### src/rtl/adc_ctrl_pkg.sv
// Functional notes
// - External enable 0: only a software start/busy write begins conversion.
// - External enable 1: software write or external pin rising edge starts.
// - Done flag sets when the finished result becomes readable.
// - Done flag set with converter interrupt enabled raises the interrupt.
// - Software may clear the done flag; writing one does nothing.
// - Setting start/busy, by software or pin, launches a permitted conversion.
// - Start/busy reads one for the whole conversion.
// - At completion done flag sets first, start/busy clears right after.
// - Software writing zero to start/busy is ignored; no abort possible.
// - Starts while busy or done flag set are ignored, nothing disturbed; here a rejected start sets the reject status bit.
// - Three-bit channel field steers one of eight inputs to the converter.
// - Upper eight result bits in own register; two low bits on top.
// - Done set and busy cleared 50 machine cycles after command set.
// - Pin low one machine cycle, then high one; edge seen at cycle end.
package adc_ctrl_pkg;
    localparam int ADDR_W = 12;
    localparam int DATA_W = 32;
    localparam int CHAN_W = 3;
    localparam int RES_W = 10;
    localparam int BYTE_W = 8;
    localparam int INT_W = 2;

    // register byte offsets
    localparam logic [ADDR_W-1:0] CTRL_OFS = 12'h000;
    localparam logic [ADDR_W-1:0] RESULT_OFS = 12'h004;
    localparam logic [ADDR_W-1:0] INT_STATUS_OFS = 12'h008;
    localparam logic [ADDR_W-1:0] INT_MASK_OFS = 12'h00c;

    // control/status byte layout
    localparam int RES_LO_HI = 7;
    localparam int RES_LO_LO = 6;
    localparam int EXT_EN_BIT = 5;
    localparam int DONE_BIT = 4;
    localparam int BUSY_BIT = 3;
    localparam int CHAN_HI = 2;
    localparam int CHAN_LO = 0;
    localparam logic [BYTE_W-1:0] CTRL_RESET = 8'h00;

    // interrupt status/mask layout
    localparam int IRQ_DONE_BIT = 0;
    localparam int IRQ_REJECT_BIT = 1;
    localparam logic [INT_W-1:0] INT_RESET = 2'h0;

    // timing, in clocks and machine cycles
    localparam int MC_CLKS = 12;
    localparam int CONV_MC = 50;
    localparam int PRE_W = 4;
    localparam int MC_W = 6;
    localparam logic [PRE_W-1:0] PRE_LAST = PRE_W'(MC_CLKS - 1);
    localparam logic [MC_W-1:0] CONV_LAST = MC_W'(CONV_MC);

    typedef enum logic [1:0] {
        ST_IDLE,
        ST_RUN,
        ST_FINISH
    } conv_state_t;
endpackage

### src/rtl/adc_start_status_control.sv
// Our own choices: the address map and register access over APB.
`timescale 1ns/1ns
module adc_start_status_control (
    input wire logic clk,
    input wire logic rstn,
    input wire logic ce,
    // apb slave
    input wire logic psel,
    input wire logic penable,
    input wire logic pwrite,
    input wire logic [adc_ctrl_pkg::ADDR_W-1:0] paddr,
    input wire logic [adc_ctrl_pkg::DATA_W-1:0] pwdata,
    output logic [adc_ctrl_pkg::DATA_W-1:0] prdata,
    output logic pready,
    output logic pslverr,
    // external start pin, asynchronous
    input wire logic ext_start_pin,
    // converter core and multiplexer
    input wire logic [adc_ctrl_pkg::RES_W-1:0] coreResult,
    output logic convStart,
    output logic [adc_ctrl_pkg::CHAN_W-1:0] chanSel,
    output logic irq
);
    import adc_ctrl_pkg::*;

    // register state
    logic ext_start_enable;
    logic conversion_done_flag;
    logic [CHAN_W-1:0] channelSelect;
    logic [RES_W-1:0] resultReg;
    logic [INT_W-1:0] intStatus;
    logic [INT_W-1:0] intMask;

    // conversion state
    conv_state_t state;
    logic startCmd;
    logic start_busy_bit;
    logic [PRE_W-1:0] prescale;
    logic mcTick;
    logic [MC_W-1:0] mcCount;

    // external start detection
    logic extSync;
    logic extLevelNow;
    logic extLevelPrev;
    logic extRise;

    // bus decode
    logic access;
    logic wrStrobe;
    logic rdSetup;
    logic swStart;
    logic startReq;
    logic startOk;
    logic startRejected;
    logic finishNow;
    logic ctrlWrite;
    logic rdCapture;
    logic extStart;
    logic [INT_W-1:0] intEvent;
    logic [INT_W-1:0] intClear;
    logic next_irq;
    logic [DATA_W-1:0] next_prdata;

    function automatic logic isMapped(input logic [ADDR_W-1:0] a);
        isMapped = (a == CTRL_OFS) || (a == RESULT_OFS) ||
                   (a == INT_STATUS_OFS) || (a == INT_MASK_OFS);
    endfunction

    function automatic logic hits(input logic [ADDR_W-1:0] a,
                                  input logic [ADDR_W-1:0] ofs);
        hits = (a == ofs);
    endfunction

    function automatic logic [BYTE_W-1:0] ctrlByte(
        input logic [1:0] resLo, input logic extEn, input logic done,
        input logic busy, input logic [CHAN_W-1:0] chan);
        ctrlByte = {resLo, extEn, done, busy, chan};
    endfunction

    pin_sync u_pin_sync (
        .clk(clk),
        .rstn(rstn),
        .ce(ce),
        .pinIn(ext_start_pin),
        .pinOut(extSync)
    );

    // apb handshake: access phase answered one cycle after it begins
    assign access = psel & penable;
    assign rdSetup = access & ~pready;
    assign wrStrobe = access & pready & pwrite & isMapped(paddr);
    assign ctrlWrite = wrStrobe & hits(paddr, CTRL_OFS);
    assign rdCapture = rdSetup & ~pwrite;

    always_ff @(posedge clk or negedge rstn) begin
        if (!rstn) begin
            pready <= 1'b0;
        end else if (ce) begin
            pready <= rdSetup;
        end
    end

    // error answer rides on the same cycle as ready
    always_ff @(posedge clk or negedge rstn) begin
        if (!rstn) begin
            pslverr <= 1'b0;
        end else if (ce) begin
            pslverr <= rdSetup & ~isMapped(paddr);
        end
    end

    always_comb begin
        next_prdata = '0;
        if (hits(paddr, CTRL_OFS)) begin
            next_prdata[BYTE_W-1:0] = ctrlByte(resultReg[1:0],
                ext_start_enable, conversion_done_flag, start_busy_bit,
                channelSelect);
        end else if (hits(paddr, RESULT_OFS)) begin
            next_prdata[BYTE_W-1:0] = resultReg[RES_W-1:2];
        end else if (hits(paddr, INT_STATUS_OFS)) begin
            next_prdata[INT_W-1:0] = intStatus;
        end else if (hits(paddr, INT_MASK_OFS)) begin
            next_prdata[INT_W-1:0] = intMask;
        end
    end

    always_ff @(posedge clk or negedge rstn) begin
        if (!rstn) begin
            prdata <= '0;
        end else if (ce) begin
            if (rdCapture) begin
                prdata <= next_prdata;
            end
        end
    end

    // machine-cycle timebase; restarts with each conversion
    always_ff @(posedge clk or negedge rstn) begin
        if (!rstn) begin
            prescale <= '0;
        end else if (ce) begin
            if (startOk || prescale == PRE_LAST) begin
                prescale <= '0;
            end else begin
                prescale <= prescale + 1'b1;
            end
        end
    end
    assign mcTick = (prescale == PRE_LAST);

    // pin level sampled once per machine cycle end
    always_ff @(posedge clk or negedge rstn) begin
        if (!rstn) begin
            // idle-high reset level, so leaving reset is never a rising edge
            extLevelNow <= 1'b1;
            extLevelPrev <= 1'b1;
        end else if (ce) begin
            if (mcTick) begin
                extLevelNow <= extSync;
                extLevelPrev <= extLevelNow;
            end
        end
    end
    assign extRise = extLevelNow & ~extLevelPrev;

    // start arbitration
    assign swStart = ctrlWrite & pwdata[BUSY_BIT];
    assign extStart = ext_start_enable & extRise & mcTick;
    assign startReq = swStart | extStart;
    assign startOk = startReq & ~start_busy_bit
                   & ~conversion_done_flag;
    assign startRejected = startReq & ~startOk;
    assign finishNow = startCmd & mcTick
                     & (mcCount == CONV_LAST - 1'b1);

    // conversion sequencer: idle, counting machine cycles, closing cycle
    always_ff @(posedge clk or negedge rstn) begin
        if (!rstn) begin
            state <= ST_IDLE;
        end else if (ce) begin
            case (state)
                ST_IDLE: begin
                    if (startOk) begin
                        state <= ST_RUN;
                    end
                end
                ST_RUN: begin
                    if (finishNow) begin
                        state <= ST_FINISH;
                    end
                end
                ST_FINISH: begin
                    state <= ST_IDLE;
                end
                default: begin
                    state <= ST_IDLE;
                end
            endcase
        end
    end

    // command flop: set by an accepted start, dropped at completion
    always_ff @(posedge clk or negedge rstn) begin
        if (!rstn) begin
            startCmd <= 1'b0;
        end else if (ce) begin
            if (startOk) begin
                startCmd <= 1'b1;
            end else if (finishNow) begin
                startCmd <= 1'b0;
            end
        end
    end

    // status flag seen by software; clears one clock after the done flag
    always_ff @(posedge clk or negedge rstn) begin
        if (!rstn) begin
            start_busy_bit <= 1'b0;
        end else if (ce) begin
            if (startOk) begin
                start_busy_bit <= 1'b1;
            end else if (state == ST_FINISH) begin
                start_busy_bit <= 1'b0;
            end
        end
    end

    // machine cycles elapsed since the command flop was set
    always_ff @(posedge clk or negedge rstn) begin
        if (!rstn) begin
            mcCount <= '0;
        end else if (ce) begin
            if (startOk) begin
                mcCount <= '0;
            end else if (startCmd && mcTick) begin
                mcCount <= mcCount + 1'b1;
            end
        end
    end

    // launch strobe to the converter core, one clock wide
    always_ff @(posedge clk or negedge rstn) begin
        if (!rstn) begin
            convStart <= 1'b0;
        end else if (ce) begin
            convStart <= startOk;
        end
    end

    // result capture at completion
    always_ff @(posedge clk or negedge rstn) begin
        if (!rstn) begin
            resultReg <= '0;
        end else if (ce) begin
            if (finishNow) begin
                resultReg <= coreResult;
            end
        end
    end

    // done flag: hardware set wins over a software clear
    always_ff @(posedge clk or negedge rstn) begin
        if (!rstn) begin
            conversion_done_flag <= CTRL_RESET[DONE_BIT];
        end else if (ce) begin
            if (finishNow) begin
                conversion_done_flag <= 1'b1;
            end else if (ctrlWrite && !pwdata[DONE_BIT]) begin
                conversion_done_flag <= 1'b0;
            end
        end
    end

    // start mode select, software owned
    always_ff @(posedge clk or negedge rstn) begin
        if (!rstn) begin
            ext_start_enable <= CTRL_RESET[EXT_EN_BIT];
        end else if (ce) begin
            if (ctrlWrite) begin
                ext_start_enable <= pwdata[EXT_EN_BIT];
            end
        end
    end

    // channel field; a change while busy is not blocked here
    always_ff @(posedge clk or negedge rstn) begin
        if (!rstn) begin
            channelSelect <= CTRL_RESET[CHAN_HI:CHAN_LO];
        end else if (ce) begin
            if (ctrlWrite) begin
                channelSelect <= pwdata[CHAN_HI:CHAN_LO];
            end
        end
    end

    // channel n drives mux input n
    always_ff @(posedge clk or negedge rstn) begin
        if (!rstn) begin
            chanSel <= '0;
        end else if (ce) begin
            chanSel <= channelSelect;
        end
    end

    // interrupt events and write-one-to-clear strobes, one bit each
    assign intEvent[IRQ_DONE_BIT] = finishNow;
    assign intEvent[IRQ_REJECT_BIT] = startRejected;
    assign intClear = (wrStrobe && hits(paddr, INT_STATUS_OFS))
                    ? pwdata[INT_W-1:0] : '0;

    // sticky status bits; a set wins over a clear in the same cycle
    for (genvar g = 0; g < INT_W; g++) begin : g_int_status
        always_ff @(posedge clk or negedge rstn) begin
            if (!rstn) begin
                intStatus[g] <= INT_RESET[g];
            end else if (ce) begin
                if (intEvent[g]) begin
                    intStatus[g] <= 1'b1;
                end else if (intClear[g]) begin
                    intStatus[g] <= 1'b0;
                end
            end
        end
    end

    always_ff @(posedge clk or negedge rstn) begin
        if (!rstn) begin
            intMask <= INT_RESET;
        end else if (ce) begin
            if (wrStrobe && hits(paddr, INT_MASK_OFS)) begin
                intMask <= pwdata[INT_W-1:0];
            end
        end
    end

    // the done flag keeps the request up while it stays set and its mask bit is on
    assign next_irq = (|(intStatus & intMask))
                    | (conversion_done_flag & intMask[IRQ_DONE_BIT]);

    always_ff @(posedge clk or negedge rstn) begin
        if (!rstn) begin
            irq <= 1'b0;
        end else if (ce) begin
            irq <= next_irq;
        end
    end
endmodule // adc_start_status_control

### src/rtl/pin_sync.sv
`timescale 1ns/1ns
module pin_sync (
    input wire logic clk,
    input wire logic rstn,
    input wire logic ce,
    input wire logic pinIn,
    output logic pinOut
);
    logic stage1;

    always_ff @(posedge clk or negedge rstn) begin
        if (!rstn) begin
            // the pin idles high, so reset matches its idle level
            stage1 <= 1'b1;
            pinOut <= 1'b1;
        end else if (ce) begin
            stage1 <= pinIn;
            pinOut <= stage1;
        end
    end
endmodule // pin_sync

### config.mk
export PLATFORM = sky130hd
export DESIGN_NAME = adc_start_status_control
export DESIGN_NICKNAME = d
export VERILOG_FILES = /design/src/rtl/adc_ctrl_pkg.sv /design/src/rtl/adc_start_status_control.sv /design/src/rtl/pin_sync.sv
export SDC_FILE = /design/constraint.sdc
export NUM_CORES = 1
export LEC_CHECK = 0
export BUFFER_PORTS_ARGS = -buffer_cell sky130_fd_sc_hd__buf_2
export CAP_MARGIN = 30
export CORE_UTILIZATION = 25
export CTS_CLUSTER_DIAMETER = 150
export DETAILED_ROUTE_END_ITERATION = 7
export PLACE_DENSITY = 0.5
export SYNTH_ARGS = -nofsm -noshare
export SYNTH_HDL_FRONTEND = slang
export SYNTH_SLANG_ARGS = --single-unit
### constraint.sdc
create_clock -name clk -period 2.7 [get_ports clk]
set_input_delay 0.405 -clock clk [delete_from_list [all_inputs] [get_ports clk]]
set_output_delay 0.405 -clock clk [all_outputs]
set_load 0.05 [all_outputs]
## Word level (Yosys, flattened, before mapping)

Cells that the tools add are included.

- Eq/ne operators: 9
- Add/subtract/negate cells: 2
- Reduce and logical (&&, ||, !) cells: 30
- Multiplexer cells: 22
- Bitwise gates (word level): 28

Operator list:

| kind | number |
|---|---|
| $eq 12x4->1 const B | 2 |
| $reduce_and 2->1 | 11 |
| $and 1x1->1 | 18 |
| $mux 6 | 3 |
| $eq 12x3->1 const B | 1 |
| $logic_not 12->1 | 1 |
| $mux 2 | 6 |
| $reduce_bool 2->1 | 6 |
| $mux 1 | 10 |
| $mux 8 | 1 |
| $not 1->1 | 7 |
| $add 6x1->6 const B | 1 |
| $eq 6x6->1 const B | 1 |
| $add 4x1->4 const B | 1 |
| $eq 4x4->1 const B | 1 |
| $logic_and 1x1->1 | 4 |
| $logic_or 1x1->1 | 4 |
| $mux 4 | 1 |
| $ne 2x2->1 const B | 2 |
| $pmux 2 s2 | 1 |
| $reduce_and 3->1 | 1 |
| $and 2x2->2 | 1 |
| $eq 2x1->1 const B | 1 |
| $eq 2x2->1 const B | 1 |
| other kinds (4) | 5 |

- Word-level logic and storage cells: 113
- Bits in registers: 52

## Logic depth before layout (Yosys ltp)

Gate-level depths: netlist of the first run.

- Word-level depth: 14
- Gate-level depth with buffers: 7
- Gate-level depth less buffers: 6

## By module

Synthesis of the first run repeated with hierarchy kept, for this count alone.

- Cell total of the unflattened synthesis: 239
- Area total of the unflattened synthesis: 2666.3 sq um

Modules (own cells, without submodules):

| module | area each (sq um) | instances | cells each | seq. area each (sq um) |
|---|---|---|---|---|
| adc_start_status_control | 2591.2 | 1 | 235 | 1253.7 |
| pin_sync | 75.1 | 1 | 4 | 52.6 |

## Least setup slack after synthesis of the first run

Ideal clock, no wire load.

- Path kind: input to register
- From: in paddr[9] in the netlist's numbering
- To: reg channelSelect[0]
- Buffers on the path: 1
- Stages: 5
- Library setup time: 0.125 ns
- Data arrival time: 2.055 ns
- Slack: 0.520 ns
- Cells stage by stage: or4_1 -> nor4b_4 -> and3_1 -> buf_4 -> mux2_2

- Longest elaborated chain between the ends: 7
- Elaborated cells on any way between the ends: 10
- Those cells by class: 3 x eq/ne; 2 x bitwise; 5 x reduce/logical

RTL lines:

| item | line | source |
|---|---|---|
| start: declaration | adc_start_status_control.sv:11 | `input wire logic [adc_ctrl_pkg::ADDR_W-1:0] paddr,` |
| $eq 12x3->1 / $logic_not 12->1 (equally long branches) | adc_start_status_control.sv:66, adc_start_status_control.sv:72 |  |
| $logic_or 1x1->1 (2 in series) | adc_start_status_control.sv:66 | `isMapped = (a == CTRL_OFS) \|\| (a == RESULT_OFS) \|\|` |
| $logic_or 1x1->1 | adc_start_status_control.sv:67 | `(a == INT_STATUS_OFS) \|\| (a == INT_MASK_OFS);` |
| $and 1x1->1 | adc_start_status_control.sv:92 | `assign wrStrobe = access & pready & pwrite & isMapped(paddr);` |
| $and 1x1->1 * | adc_start_status_control.sv:93 | `assign ctrlWrite = wrStrobe & hits(paddr, CTRL_OFS);` |
| $reduce_and 2->1 (no line) * | -- |  |
| end signal: assignment | adc_start_status_control.sv:289 | `channelSelect <= CTRL_RESET[CHAN_HI:CHAN_LO];` |
| end signal: assignment | adc_start_status_control.sv:292 | `channelSelect <= pwdata[CHAN_HI:CHAN_LO];` |
| end: declaration | adc_start_status_control.sv:29 | `logic [CHAN_W-1:0] channelSelect;` |

Every way passes the cells marked *; elsewhere a longest branch is shown, timed or not.
A chain may end at the register's enable or synchronous reset.

## Worst setup path in the final report of the first run

- From: reg prescale[0]
- To: reg mcCount[4]

- Longest elaborated chain between the ends: 7
- Elaborated cells on any way between the ends: 9
- Those cells by class: 1 x eq/ne; 1 x mux; 4 x bitwise; 3 x reduce/logical

RTL lines:

| item | line | source |
|---|---|---|
| start: declaration | adc_start_status_control.sv:38 | `logic [PRE_W-1:0] prescale;` |
| start signal: assignment | adc_start_status_control.sv:146 | `prescale <= prescale + 1'b1;` |
| $eq 4x4->1 * | adc_start_status_control.sv:150 | `assign mcTick = (prescale == PRE_LAST);` |
| $and 1x1->1 | adc_start_status_control.sv:169 | `assign extStart = ext_start_enable & extRise & mcTick;` |
| $or 1x1->1 | adc_start_status_control.sv:170 | `assign startReq = swStart \| extStart;` |
| $and 1x1->1 | adc_start_status_control.sv:171 | `assign startOk = startReq & ~start_busy_bit` |
| $and 1x1->1 | adc_start_status_control.sv:172 | `& ~conversion_done_flag;` |
| $reduce_bool 2->1 (no line) | -- |  |
| $reduce_and 2->1 (no line) | -- |  |
| end signal: assignment | adc_start_status_control.sv:237 | `mcCount <= mcCount + 1'b1;` |
| end: declaration | adc_start_status_control.sv:40 | `logic [MC_W-1:0] mcCount;` |

Marked as above.

==> results of run 1 <==
layer usage:
metal | vias up | routed length, um | GRT usage [%]
met4 | 0 | 43 | 3.06
met3 | 5 | 243 | 2.38
met2 | 58 | 2520 | 17.2
met5 | - | 0 | 0
met1 | 890 | 2500 | 14.0
li1 | 885 | - | -
final timing paths:
path | startpoint | to | slack (ps)
min | rstn | resultReg[4]$_DFFE_PN0P_ | 60
max in group asynchronous | rstn | extLevelNow$_DFFE_PN1P_ | 1940
min in group clk | coreResult[2] | resultReg[2]$_DFFE_PN0P_ | 310
max reg2reg | prescale[0]$_DFFE_PN0P_ | mcCount[4]$_DFFE_PN0P_ | 660
max | prescale[0]$_DFFE_PN0P_ | mcCount[4]$_DFFE_PN0P_ | 660
min reg2reg | prdata[6]$_DFFE_PN0P_ | prdata[6]$_DFFE_PN0P_ | 490
kinds of logic after synthesis:
logic type               synth area share (%)
AND/OR/NAND/NOR                          14.5
other                                   0.144
AO/OA/AOI/OAI                            11.1
multiplexers                             12.1
flip-flops                               50.2
adder cells (fa/ha/maj)                  1.44
buffers and inverters                    10.5
flip-flops by register name (all words and copies together) (netlist names), 2 cells and up:
name and flops:
prescale 4, intMask 2, channelSelect 3, chanSel 3, state 2, prdata 8
resultReg 10, mcCount 6, intStatus 2
layout by cell type (no fill, tap or decap), types with 2 or more instances in the layout:
| cell type | instances |
|---|---|
| nand3_1 | 3 |
| o21ai_1 | 7 |
| mux4_2 | 2 |
| a31oi_1 | 2 |
| nand4b_1 | 3 |
| and4_1 | 2 |
| clkbuf_8 | 5 |
| and3_1 | 4 |
| inv_6 | 2 |
| nor2_1 | 9 |
| nand4_1 | 3 |
| a22oi_1 | 6 |
| a31o_1 | 4 |
| conb_1 | 24 |
| dfstp_2 | 4 |
| or2_2 | 2 |
| or4b_2 | 2 |
| o22ai_1 | 4 |
| buf_2 | 49 |
| a21o_1 | 3 |
| mux2_1 | 2 |
| nand2_1 | 19 |
| nand2b_1 | 3 |
| ha_1 | 3 |
| o21ai_0 | 10 |
| dfrtp_1 | 48 |
| buf_4 | 5 |
| a21oi_1 | 2 |
| inv_1 | 11 |
| nor3_1 | 5 |
| mux2_2 | 21 |
worst register-to-register path, delay by kind of cell, from the launching register on:
kind	cells	cell delay, ps
DFF	1	420
and+or+nand+nor	3	870
adders and majority gates	1	260
AOI/OAI and AO/OA	2	420
area by class of cell:
class,instances,area (um^2)
repair buffers,54,283
well taps,133,166
fillers,1055,6910
multi-input cells,160,1110
clock buffers,5,68.8
inverters,11,41.3
flip-flops and latches,52,1310
clock inverters,3,28.8
synthesized netlist by cell type, types with 4 or more instances:
| cell | number |
|---|---|
| a31o_1 | 4 |
| o21ai_0 | 10 |
| o21ai_1 | 7 |
| a22oi_1 | 6 |
| nor2_1 | 9 |
| and3_1 | 4 |
| inv_1 | 11 |
| dfrtp_1 | 48 |
| o22ai_1 | 4 |
| buf_4 | 25 |
| nand2_1 | 19 |
| dfstp_2 | 4 |
| clkbuf_1 | 5 |
| mux2_2 | 21 |
| nor3_1 | 5 |
stage by stage:
stage / std cells / area, um^2 / util (%)
floorplan: 257 / 2690 / -
global placement: 410 / 2900 / 29.3
detailed placement: 410 / 2900 / 29.3
CTS: 418 / 3000 / 30.3
global route: 418 / 3000 / 30.3
finish: 418 / 3000 / 30.3
power by group through the flow:
stage	Combinational (uW)	Sequential [uW]	Clock (uW)
2_1_floorplan	365	1050	0
3_3_place_gp	431	1070	0
3_5_place_dp	439	1070	0
4_1_cts	440	1060	513
5_1_grt	493	1090	540
6_report	436	1050	488
==> metrics.txt, run 1 <==
status=finished clean; CTS tree=built; critical path depth=6; Post-CTS Setup Inserts=0; RSZ-0062 raised after global routing=no; Synth Cell Area=roughly 2600 um^2; EDFF count, synth=0; Final Hold Slack=62.7 ps; num rows=36; CP arrival=approximately 2300 ps; setup TNS=0 ps; synth-to-layout area growth=15.4%; predominant post-synthesis flop cell=dfrtp_1; clock slew at reported path FFs=about 110 ps; Final nets=348; yosys warns=0; R2R depth=6; asr flop ratio synth=100%; remaining routing DRC violations=0; fin crit share=75.5%; Startpoint Class=register; DR iter-0 viols=72; Max Clk Rate=just under 500 MHz; port bufs=49; Detailed Routing Iterations Pass 1=4; leading area contributor after synthesis=dfrtp_1; Skew-Pair Late Insertion Delay=310 ps; delay-heaviest family, CP=simple AND/OR/NAND/NOR gates; sequential share of power=between 50 and 60%; Fin. Hold Viols=0; vias in the first global route=between 1.5k and 2k; Synth area leaders=dfrtp_1 46%, mux2_2 9.1%, buf_4 7.2%; pre-CTS setup slack=397 ps; WL final=about 5300 um; Leakage=0.00148 uW; Setup Skew=slightly below 9 ps; routability cong.=roughly 0.72; largest net degree at the start of global routing=26; Comb pwr share=22.0%; starting density of the core=26.3%; TritonCTS Sinks=52; WP data required=about 2900 ps; post-synthesis instance total=234; die height=104 um; CP max-delay cell=or4b_2; n_diodes=0; Post-CTS Resized=0; root buf cell=clkbuf_8; IO Pins=100; top cell type's share of synthesized area=between 40% and 50%; Pint=1330 uW; die area=10800 um^2; GRT Total Usage=10.6%; CTS Buf Count=5; H-tree depth=2; post-layout min period=2040 ps; Max stage delay on crit path=650 ps; endpoints failing setup=0; drt wl/cell=about 13 um; Setup CP Type=register to register; Die W=104 um; Core ar.=9910 um^2; antenna-violating nets left=0; Synth cell types=46; post-synthesis sequential area ratio=50.2%; #FFs+latches synth=52; maxcap violations=0; Slew @ Worst Pin=556 ps; Switch Pwr=651 uW; Max-slew headroom=62.9%; clock network power share=24.7%; pwr/cell area=between 600 and 700 nW/um^2; Max VDD drop=0.279 mV; final worst setup slack=662 ps; grt ovf=0; first-pass GRT wire length=9270 um; DP HPWL=3950 um; Critical Path End Type=register; worst-path fanout max=14; initial antenna violation count=0; total number of vias=~1.8k; vias per cell=4.40; Hold Path Class=input pin to asynchronous set/reset pin; Power, Total=1980 uW; Max Root-Sink Buffers=2; Switching Share=between 30% and 40%; crit path cell chain=ha_1, nand2b_1, nor2_1, a22o_4, or4b_2, o221ai_1; layout cells sized above 1=34.4%; Synth Area per Inst=11.1 um^2; Final Max Slew Viols=0; CP bufs+invs=0; Post-CTS Hold Fix Bufs=0
Note: power is estimated with default switching activity, not from simulation.
==> inputs of run 2 (changes only) <==
--- a/config.mk
+++ b/config.mk
@@ -5,12 +5,13 @@
 export SDC_FILE = /design/constraint.sdc
 export NUM_CORES = 1
 export LEC_CHECK = 0
+export ABC_AREA = 1
 export BUFFER_PORTS_ARGS = -buffer_cell sky130_fd_sc_hd__buf_2
 export CAP_MARGIN = 30
 export CORE_UTILIZATION = 25
 export CTS_CLUSTER_DIAMETER = 150
 export DETAILED_ROUTE_END_ITERATION = 7
-export PLACE_DENSITY = 0.5
+export PLACE_DENSITY = 0.52
 export SYNTH_ARGS = -nofsm -noshare
 export SYNTH_HDL_FRONTEND = slang
 export SYNTH_SLANG_ARGS = --single-unit
==> constraint.sdc (replaced) <==
create_clock -name clk -period 1.6 [get_ports clk]
set_input_delay 0.24 -clock clk [delete_from_list [all_inputs] [get_ports clk]]
set_output_delay 0.24 -clock clk [all_outputs]
set_load 0.05 [all_outputs]
==> metrics.txt, run 2 <==
Max Root-Sink Buffers=2 (unchanged); drt wl/cell=11.4 um (was 12.7 um); num rows=37 (was 36); initial antenna violation count=0 (unchanged); WP data required=1850 ps (was 2930 ps); CP arrival=1720 ps (was 2270 ps); top cell type's share of synthesized area=44.3% (was 46.2%); hold depth=3; endpoints failing setup=0 (unchanged); Placed Instance Area=3110 um^2 (was 2900 um^2); root buf cell=clkbuf_8 (unchanged); Max Clk Rate=681 MHz (was 491 MHz); Comb pwr share=18.8% (was 22.0%); H-tree depth=2 (unchanged); Hold Path Class=input pin to register (was input pin to asynchronous set/reset pin); Skew-Pair Late Insertion Delay=320 ps (was 310 ps); post-synthesis sequential area ratio=48.2% (was 50.2%); grt ovf=0 (unchanged); Final nets=457 (was 348); largest net degree at the start of global routing=37 (was 26); top cells by count, synth=100 x nand2_1, 48 x dfrtp_1, 32 x nand3_1, 25 x buf_4, 23 x inv_1 (was 48 x dfrtp_1, 25 x buf_4, 21 x mux2_2, 19 x nand2_1, 11 x inv_1); commonest non-fill, non-tap cells in the layout=97 x nand2_1, 49 x buf_2, 48 x dfrtp_1, 32 x nand3_1, 24 x conb_1 (was 49 x buf_2, 48 x dfrtp_1, 24 x conb_1, 21 x mux2_2, 19 x nand2_1); Setup CP Type=register to register (unchanged); synth-to-layout area growth=22.3% (was 15.4%); sequential share of power=48.2% (was 53.3%); Pint=2340 uW (was 1330 uW); Max VDD drop=0.547 mV (was 0.279 mV); DP HPWL=4590 um (was 3950 um); Synth Area per Inst=8.32 um^2 (was 11.1 um^2); asr flop ratio synth=100% (unchanged); clock slew at reported path FFs=90 ps (was 110 ps); fin crit share=91.8% (was 75.5%); leading area contributor after synthesis=dfrtp_1 (unchanged); #FFs+latches synth=52 (unchanged); Largest register FFs=10 (unchanged); port bufs=49 (unchanged); maxcap violations=0 (unchanged); final worst setup slack=131 ps (was 662 ps); clock network power share=33.1% (was 24.7%); Die W=106 um (was 104 um); Core ar.=10400 um^2 (was 9910 um^2); largest registers=resultReg x10, prdata x8, mcCount x6 (unchanged); GRT Total Usage=11.4% (was 10.6%); CTS Buf Count=5 (unchanged); layout cells sized above 1=25.4% (was 34.4%); post-synthesis instance total=326 (was 234); DR iter-0 viols=79 (was 72); CTS tree=built (unchanged); vias per cell=4.19 (was 4.40); Switch Pwr=1000 uW (was 651 uW); Critical Path End Type=register (unchanged); post-layout min period=1470 ps (was 2040 ps); starting density of the core=26.0% (was 26.3%); first-pass GRT wire length=10100 um (was 9270 um); n_diodes=0 (unchanged); status=finished clean (unchanged); Detailed Routing Iterations Pass 1=4 (unchanged); predominant post-synthesis flop cell=dfrtp_1 (unchanged); setup TNS=0 ps (unchanged); yosys warns=0 (unchanged); Startpoint Class=register (unchanged); most common cell in the netlist=nand2_1 (was dfrtp_1); die height=106 um (was 104 um); WL final=6070 um (was 5300 um); EDFF count, synth=0 (unchanged); Filler Cell Count=1131 (was 1055); TritonCTS Sinks=52 (unchanged); pre-CTS setup slack=3.08 ps (was 397 ps); Leakage=0.00176 uW (was 0.00148 uW); Final Hold Slack=114 ps (was 62.7 ps); worst-path fanout max=9 (was 14); Synth cell types=31 (was 46); R2R depth=9 (was 6); IO Pins=100 (unchanged); Setup Skew=15.6 ps (was 8.94 ps); vias in the first global route=2081 (was 1898); Synth area leaders=dfrtp_1 44%, nand2_1 14%, buf_4 6.9% (was dfrtp_1 46%, mux2_2 9.1%, buf_4 7.2%); Layout Cells excl Fill=530 (was 418); Finished Cell Area=3320 um^2 (was 3000 um^2); Switching Share=30.0% (was 32.9%); antenna-violating nets left=0 (unchanged); Synth Cell Area=2710 um^2 (was 2600 um^2); commonest non-fill, non-tap cell in the layout=nand2_1 (was buf_2); Final Max Slew Viols=0 (unchanged); remaining routing DRC violations=0 (unchanged); routability cong.=0.801 (was 0.724); placed instance count=518 (was 410); Fin. Hold Viols=0 (unchanged); total number of vias=2221 (was 1838); pwr/cell area=1010 nW/um^2 (was 659 nW/um^2); Top reg by flops=resultReg (unchanged); die area=11300 um^2 (was 10800 um^2)
run 2: cell count changes after synthesis, sizes merged, moves of 4 or more:
cell	before	now
o22ai	4	0
nand4	3	7
o31ai	0	4
nor2	9	23
nand2	19	102
xor2	0	5
and3	4	0
a31o	5	0
nand3	3	33
inv	11	26
a21oi	2	9
mux2	23	0
a22oi	6	0
run 2: layout make-up:
| cell class | count | area, um^2 | area share, % |
|---|---|---|---|
| timing repair buffer | 68 | 407 | 12.3 |
| tap | 136 | 170 | 5.13 |
| clock buffer | 5 | 68.8 | 2.07 |
| multi-input combinational | 240 | 1200 | 36.1 |
| clock inverter | 3 | 68.8 | 2.07 |
| inverter | 26 | 100 | 3.02 |
| sequential | 52 | 1310 | 39.4 |
run 2: path summary, 6_finish.rpt:
check / start / to / slack (ps)
worst max-delay path: prescale[1]$_DFFE_PN0P_ / convStart$_DFFE_PN0P_ / 130
worst min-delay path: ext_start_pin / u_pin_sync.stage1$_DFFE_PN1P_ / 110
worst max register to register: prescale[1]$_DFFE_PN0P_ / convStart$_DFFE_PN0P_ / 130
worst min register to register: u_pin_sync.pinOut$_DFFE_PN1P_ / u_pin_sync.pinOut$_DFFE_PN1P_ / 470
max in group asynchronous: rstn / mcCount[3]$_DFFE_PN0P_ / 660
min in group asynchronous: rstn / chanSel[0]$_DFFE_PN0P_ / 390
run 2: repair_timing:
action,4_1_cts,5_1_grt
setup endpoints to repair,1,24
pin swaps,0,1
hold endpoints to repair,12,0
buffers inserted,0,3
hold buffers,1,0
resized for setup,1,9
run 2: worst max-delay path, stage by stage, from the launching register on:
cell and delay, ps:
dfrtp_1 380, ha_2 200, nand2_2 50, nor2_2 100
buf_4 120, nand3_1 70, nand2_2 130, nand3_4 140
buf_4 170, nand2_1 50
run 2: power by group through the flow:
stage	logic (uW)	clock network (uW)	registers [uW]
floorplan	459	0	1630
global placement	599	0	1620
detailed placement	615	0	1630
CTS	618	1130	1600
global route	709	1170	1630
finish	627	1100	1610
run 2: cells by family (layout without fill, tap and decap cells):
kind of cell	count (synthesis)	in the layout	synth area share (%)
AO/OA/AOI/OAI	34	34	7.29
XOR/XNOR	6	6	1.94
flip-flops	52	52	48.2
AND/OR/NAND/NOR	173	173	29.1
adder cells (fa/ha/maj)	3	3	1.38
other	1	24	0.138
buffers and inverters	57	102	12.0
run 2: layer usage:
| metal | up-vias | routed length [um] | part of all wire [%] | global-route usage [%] |
|---|---|---|---|---|
| li1 | 1133 | - | - | - |
| met1 | 1018 | 3010 | 50 | 15.9 |
| met2 | 65 | 2690 | 44 | 17.7 |
| met3 | 5 | 321 | 5.3 | 2.70 |
| met4 | 0 | 49 | 0.81 | 2.68 |
| met5 | - | 0 | 0 | 0 |
run 2: through the flow:
step                power [uW]  util (%)
global placement          2220      29.9
CTS                       3350      31.3
detailed placement        2240      29.9
finish                    3340      31.8
global route              3510      31.8
floorplan                 2090         -
